$ cat src/ifd_pkg.sv
// package for the instruction field decoder: opcodes, widths, flags
// assumes a 16-bit instruction word and a 32-bit data path
package ifd_pkg;
   localparam int           WORD_W        = 32;
   localparam int           INSN_W        = 16;
   localparam int           REG_CNT       = 16;
   localparam logic [3:0]   OP_LOAD_CONST = 4'he;
   localparam logic [3:0]   OP_PC_WORD    = 4'h9;
   localparam logic [31:0]  PC_AHEAD      = 32'h0000_0004;
   localparam int           WORD_SHIFT    = 1;
   localparam logic [31:0]  PC_RESET      = 32'h0000_0000;
   localparam logic [31:0]  REG_RESET     = 32'h0000_0000;
   localparam logic         FLAG_RESET    = 1'b0;
   typedef enum logic [1:0] {ST_IDLE, ST_MEM_REQ, ST_MEM_WAIT} ifd_state_t;
endpackage : ifd_pkg

$ cat src/ifd_regs_if.sv
// interface between the decoder and its register file
// assumes one write port and one registered read port
interface ifd_regs_if;
   logic        we;
   logic [3:0]  waddr;
   logic [31:0] wdata;
   logic [3:0]  raddr;
   logic [31:0] rdata;
   modport core (output we, output waddr, output wdata, output raddr, input rdata);
   modport mem  (input we, input waddr, input wdata, input raddr, output rdata);
endinterface : ifd_regs_if

$ cat src/ifd_decoder.sv
// decoder for load-constant and pc-relative word load
// assumes fetch offers one word with valid/ready; data port answers with ack
module ifd_decoder (
   input  wire logic        clk,
   input  wire logic        sys_rst,
   input  wire logic        insn_valid,
   input  wire logic [15:0] insn_word,
   input  wire logic [31:0] insn_addr,
   output logic             insn_ready,
   output logic             dmem_req,
   output logic [31:0]      dmem_addr,
   input  wire logic        dmem_ack,
   input  wire logic [15:0] dmem_rdata,
   input  wire logic        fetch_busy,
   output logic             flag_q,
   output logic             wb_valid_q,
   output logic [3:0]       wb_reg_q,
   output logic [31:0]      wb_data_q,
   output logic             illegal_q,
   input  wire logic [3:0]  dbg_raddr,
   output logic [31:0]      dbg_rdata
);
   ifd_regs_if rf ();
   ifd_pkg::ifd_state_t state_q;
   logic [3:0]  load_dst_q;
   logic        load_pend_q;
   logic [31:0] addr_q;

   ifd_regfile u_rf (
      .clk     (clk),
      .sys_rst (sys_rst),
      .rf      (rf)
   );

   // ----------------------------------------
   // field decode
   // ----------------------------------------
   function automatic logic [3:0] dest_reg_field(input logic [15:0] w);
      return w[11:8];
   endfunction

   function automatic logic reads_reg(input logic [15:0] w, input logic [3:0] r);
      // neither supported op reads a general register as a source
      return 1'b0;
   endfunction

   logic [3:0]  op;
   logic        is_const;
   logic        is_word;
   logic        hazard;
   logic [31:0] pc_addr;
   assign op       = insn_word[15:12];
   assign is_const = op == ifd_pkg::OP_LOAD_CONST;
   assign is_word  = op == ifd_pkg::OP_PC_WORD;
   // reader of a register loaded by the prior memory load waits a cycle
   assign hazard   = load_pend_q && reads_reg(insn_word, load_dst_q);
   assign pc_addr  = insn_addr + ifd_pkg::PC_AHEAD
                   + ({24'h00_0000, insn_word[7:0]} << ifd_pkg::WORD_SHIFT);

   // ----------------------------------------
   // outputs
   // ----------------------------------------
   assign insn_ready = (state_q == ifd_pkg::ST_IDLE) && !hazard;
   assign dmem_req   = (state_q == ifd_pkg::ST_MEM_REQ);
   assign dmem_addr  = addr_q;
   assign rf.raddr   = dbg_raddr;
   assign dbg_rdata  = rf.rdata;

   // ----------------------------------------
   // sequencing
   // ----------------------------------------
   always_ff @(posedge clk or posedge sys_rst) begin
      if (sys_rst) begin
         state_q <= ifd_pkg::ST_IDLE;
         addr_q  <= ifd_pkg::PC_RESET;
      end else begin
         case (state_q)
            ifd_pkg::ST_IDLE: begin
               if (insn_valid && insn_ready && is_word) begin
                  addr_q  <= pc_addr;
                  state_q <= ifd_pkg::ST_MEM_REQ;
               end
            end
            ifd_pkg::ST_MEM_REQ: begin
               // fetch owns the memory path while fetch_busy is high; data access waits
               if (!fetch_busy) begin
                  state_q <= ifd_pkg::ST_MEM_WAIT;
               end
            end
            ifd_pkg::ST_MEM_WAIT: begin
               if (dmem_ack) begin
                  state_q <= ifd_pkg::ST_IDLE;
               end
            end
            default: state_q <= ifd_pkg::ST_IDLE;
         endcase
      end
   end

   // ----------------------------------------
   // write back
   // ----------------------------------------
   logic        we_d;
   logic [3:0]  wa_d;
   logic [31:0] wd_d;
   // constant op writes in its accept cycle; the echo follows one cycle later
   always_comb begin
      we_d = 1'b0;
      wa_d = dest_reg_field(insn_word);
      wd_d = {{24{insn_word[7]}}, insn_word[7:0]};
      if (state_q == ifd_pkg::ST_IDLE && insn_valid && insn_ready && is_const) begin
         we_d = 1'b1;
      end else if (state_q == ifd_pkg::ST_MEM_WAIT && dmem_ack) begin
         we_d = 1'b1;
         wa_d = load_dst_q;
         wd_d = {{16{dmem_rdata[15]}}, dmem_rdata};
      end
   end
   assign rf.we    = we_d;
   assign rf.waddr = wa_d;
   assign rf.wdata = wd_d;

   always_ff @(posedge clk or posedge sys_rst) begin
      if (sys_rst) begin
         wb_valid_q <= 1'b0;
         wb_reg_q   <= 4'h0;
         wb_data_q  <= ifd_pkg::REG_RESET;
      end else begin
         wb_valid_q <= we_d;
         wb_reg_q   <= wa_d;
         wb_data_q  <= wd_d;
      end
   end

   always_ff @(posedge clk or posedge sys_rst) begin
      if (sys_rst) begin
         load_dst_q  <= 4'h0;
         load_pend_q <= 1'b0;
      end else begin
         if (state_q == ifd_pkg::ST_IDLE && insn_valid && insn_ready && is_word) begin
            load_dst_q <= dest_reg_field(insn_word);
         end
         load_pend_q <= (state_q == ifd_pkg::ST_MEM_WAIT && dmem_ack);
      end
   end

   // neither op touches the flag; it only holds its value
   always_ff @(posedge clk or posedge sys_rst) begin
      if (sys_rst) begin
         flag_q <= ifd_pkg::FLAG_RESET;
      end else begin
         flag_q <= flag_q;
      end
   end

   always_ff @(posedge clk or posedge sys_rst) begin
      if (sys_rst) begin
         illegal_q <= 1'b0;
      end else begin
         illegal_q <= insn_valid && insn_ready && !is_const && !is_word;
      end
   end
endmodule : ifd_decoder

$ cat src/ifd_regfile.sv
// sixteen-entry general register file, registered read data
// assumes single clock, writes take effect at the next edge
module ifd_regfile (
   input  wire logic clk,
   input  wire logic sys_rst,
   ifd_regs_if.mem   rf
);
   logic [31:0] regs_q [ifd_pkg::REG_CNT];

   // ----------------------------------------
   // storage
   // ----------------------------------------
   genvar g;
   generate
      for (g = 0; g < ifd_pkg::REG_CNT; g++) begin : g_reg
         always_ff @(posedge clk or posedge sys_rst) begin
            if (sys_rst) begin
               regs_q[g] <= ifd_pkg::REG_RESET;
            end else if (rf.we && rf.waddr == 4'(g)) begin
               regs_q[g] <= rf.wdata;
            end
         end
      end
   endgenerate

   always_ff @(posedge clk or posedge sys_rst) begin
      if (sys_rst) begin
         rf.rdata <= ifd_pkg::REG_RESET;
      end else begin
         rf.rdata <= regs_q[rf.raddr];
      end
   end
endmodule : ifd_regfile

$ cat config.mk
export PLATFORM = sky130hd
export DESIGN_NAME = ifd_decoder
export DESIGN_NICKNAME = d
export VERILOG_FILES = /design/src/ifd_pkg.sv /design/src/ifd_regs_if.sv /design/src/ifd_decoder.sv /design/src/ifd_regfile.sv
export SDC_FILE = /design/constraint.sdc
export NUM_CORES = 1
export LEC_CHECK = 0
export BUFFER_PORTS_ARGS = -buffer_cell sky130_fd_sc_hd__buf_2
export CORE_ASPECT_RATIO = 1.2
export CORE_MARGIN = 4
export CORE_UTILIZATION = 30
export CTS_BUF_LIST = sky130_fd_sc_hd__clkbuf_4 sky130_fd_sc_hd__clkbuf_8
export DETAILED_ROUTE_END_ITERATION = 10
export GPL_TIMING_DRIVEN = 0
export PLACE_DENSITY = 0.53
export SETUP_SLACK_MARGIN = 0.05
export SYNTH_ARGS = -nofsm -noshare
export SYNTH_HDL_FRONTEND = slang
export SYNTH_HIERARCHICAL = 1
export SYNTH_SLANG_ARGS = --single-unit
$ cat constraint.sdc
create_clock -name clk -period 19.7 [get_ports clk]
set_input_delay 1.97 -clock clk [delete_from_list [all_inputs] [get_ports clk]]
set_output_delay 1.97 -clock clk [all_outputs]
set_load 0.005 [all_outputs]
==> qor.yml <==
placement:
  dp_hpwl_um: 50500
  placedInstanceArea_um2: 29400
  gp_congestion: 0.841
  port_buffers: 174
synthesis:
  yosysMostFrequentCell: "dfrtp_1"
  synth-seq-cells: 604
  async_flop_share_pct: 100
  ys_seq_area_share_pct: 56.1
  synth_top_area_share_pct: 56.1
  synth-main-ff-cell: "dfrtp_1"
  syn_area_per_cell_um2: 14.9
  synthesis.instances: 1803
  synth_nets: 1893
  yosysTopAreaCell: "dfrtp_1"
  synth_commonest_cells: "dfrtp_1 (604), mux2_2 (500), mux4_2 (128)"
  synthTopCellsByArea: "dfrtp_1 (56%), mux2_2 (21%), mux4_2 (11%), a22oi_1 (1.8%), nand2_1 (1.6%)"
  netlist-cell-type-count: 55
  syn-cell-area_um2: 26900
  ys_warn_count: 6
  synth-edff-count: 0
floorplanning:
  rows: 120
  die_x_um: 281
  start_util_pct: 30.2
  core_um2: 89200
  die_h_um: 336
  ios: 178
  die_area_um2: 94600
routing:
  wirelength_um: 76200
  antenna_left: 0
  wl_per_cell_um: 22.9
  drtIter0Drc: 871
  detailroute.via_count: 16500
  firstDrtPassIters: 4
  drc_errors: 0
  routed_via_density: 4.97
sta:
  setup_viol: 0
  finalHoldViolations: 0
  fmax_mhz: 223
  fin_crit_sh_pct: 22.7
  tightestPinTransition_ns: 1.30
  slew_violations: 0
  relSlewSlack_pct: 13.5
  finalCriticalPeriod_ns: 4.48
  rsz0062_at_grt: "false"
  skew_ns: 0.0538
setup_path:
  path_delay_family: "buffers and inverters"
  path_buf_inv: 4
  cp_cell_sequence: "buf_2 -> nand3b_1 -> clkbuf_1 -> o21ai_0 -> nand3b_1 -> or3_1 -> clkbuf_1 -> buf_2 -> mux2_2"
  start_kind: "input pin"
  max_stage_delay_ns: 0.56
  path_max_fanout: 10
  end_kind: "flop"
  cpMaxStageDelayCell: "o21ai_0"
  critPathRequiredTime_ns: 20.29
  worstPathArrival_ns: 5.07
  path_class: "input pin to flop"
clock_tree:
  clkLatencyLatePin_ns: 0.71
  clockRootBuffer: "clkbuf_8"
  clock-sinks: 604
  post-cts-setup-buffers: 0
  ctsHoldBuffers: 0
  htree_num_levels: 3
  clk_pin_slew_ns: 0.06
  ctsResizeCount: 0
  cts_tree: "built"
  cts_buffer_depth: 3
  cts_buffers: 103
power_and_ir_drop:
  p_per_area_nw_per_um2: 95.1
  power_leakage_nw: 15.3
  ir_drop_mv: 0.0565
layout:
  fillers: 8673
  stdcell_area_um2: 31600
  syn_to_final_growth_pct: 17.6
  nets: 2178
  final_layout_size_suffix_gt1_share_pct: 50.0
  finish.utilization_pct: 35.5
grt:
  grt_overflow: 0
  grt_pass1_vias: 18600
  grt_max_degree: 137
  antenna_found_initial: 4
  grt.total_usage_pct: 16.3
  grt_pass1_wl_um: 116000
run:
  maxCapViolCount: 0
worst_hold_path:
  hp-class: "flop to flop"
status:
  status: "completed"
==> power breakdown <==
part	internal [W]	switching (W)	total (W)
combinational	0.000183	0.000175	0.000358
clock	0.000699	0.000514	0.00121
sequential	0.00137	0.0000650	0.00144
==> flip-flops by register name, indices dropped and copies added (netlist names) <==
name / count
wb_valid_q: 1
wb_reg_q: 4
u_rf/regs_q: 512
illegal_q: 1
dmem_addr: 32
wb_data_q: 16
load_dst_q: 4
state_q: 2
u_rf/rf.rdata: 32
==> kinds of logic after synthesis <==
logic type               after synthesis  share of synthesized area, %
multiplexers                         642                          32.2
flip-flops                           604                          56.1
AND/OR/NAND/NOR                      212                          3.71
buffers and inverters                173                          3.01
AO/OA/AOI/OAI                        141                          3.67
adder cells (fa/ha/maj)               17                         0.818
XOR/XNOR                              13                         0.423
other                                  1                        0.0139
==> layout make-up <==
class / count / area (um^2) / area share [%]
Inverter: 12 / 55.1 / 0.174
Clock buffer: 163 / 2010 / 6.36
Clock inverter: 15 / 215 / 0.680
Multi-Input combinational cell: 1026 / 11000 / 34.8
Buffer: 161 / 764 / 2.42
Tap cell: 1159 / 1450 / 4.58
Antenna cell: 2 / 5.00 / 0.0158
Sequential cell: 604 / 15100 / 47.8
Timing Repair Buffer: 180 / 1030 / 3.25
==> stage by stage <==
stage / cells / power [W] / hold slack (ns) / setup TNS, ns / setup WS [ns]
floorplan: 1803 / 0.00168 / 0.446 / 0 / 2.52
global placement: 3136 / 0.00180 / 0.463 / -1396.35 / -2.65
detailed placement: 3142 / 0.00182 / 0.460 / 0 / 14.45
CTS: 3320 / 0.00306 / 0.481 / 0 / 15.22
global route: 3321 / 0.00316 / 0.504 / 0 / 15.07
finish: 3322 / 0.00301 / 0.473 / 0 / 15.22
==> final timing paths <==
kind | start | end | slack [ns] | cells past startpoint
setup reg to reg | state_q[0] | u_rf/regs_q[233] | 16.15 | 8
hold reg to reg | dmem_addr[1] | dmem_addr[1] | 0.47 | 2
min in group asynchronous | sys_rst | wb_data_q[3] | 1.24 | 2
setup / recovery | dmem_ack | u_rf/regs_q[233] | 15.22 | 9
hold / removal | dmem_addr[1] | dmem_addr[1] | 0.47 | 2
max in group asynchronous | sys_rst | u_rf/rf.rdata[19] | 16.80 | 4
==> cells in the final DEF (no fill, tap or decap), types with 3 or more instances in the layout <==
| cell type | instances |
|---|---|
| xnor2_1 | 3 |
| nor2_1 | 29 |
| inv_8 | 3 |
| nand3b_1 | 4 |
| o21ai_0 | 21 |
| buf_2 | 236 |
| bufinv_16 | 4 |
| mux2_1 | 12 |
| a21oi_1 | 7 |
| clkbuf_1 | 77 |
| or4_1 | 10 |
| o211ai_1 | 7 |
| inv_6 | 3 |
| mux2_2 | 500 |
| and2_1 | 5 |
| a21o_1 | 11 |
| a31oi_1 | 11 |
| nand4_1 | 3 |
| nand3_1 | 13 |
| clkbuf_8 | 126 |
| a22oi_1 | 64 |
| dfrtp_1 | 604 |
| clkbuf_4 | 37 |
| xor2_1 | 10 |
| o31ai_1 | 8 |
| nand2_1 | 118 |
| clkinv_2 | 3 |
| buf_16 | 5 |
| mux4_2 | 128 |
| buf_4 | 18 |
| inv_1 | 10 |
| nor2b_1 | 4 |
| nand2b_1 | 6 |
| ha_1 | 16 |
| or3_1 | 4 |
==> worst reg2reg max path, delay by kind of cell (launching register included) <==
kind            cells  cell delay [ns]
compound gates      1             0.56
buf+inv             3             1.41
mux                 1             0.40
flops               1             0.41
simple gates        3             0.65
==> metal layers <==
layer	vias up	global-route usage, %	routed length (um)
met4	2	5.66	2110
met5	-	0	13
met3	115	3.60	3910
met1	8761	20.3	31900
met2	414	28.1	38200
li1	7221	-	-
Note: power is estimated with default switching activity, not from simulation.
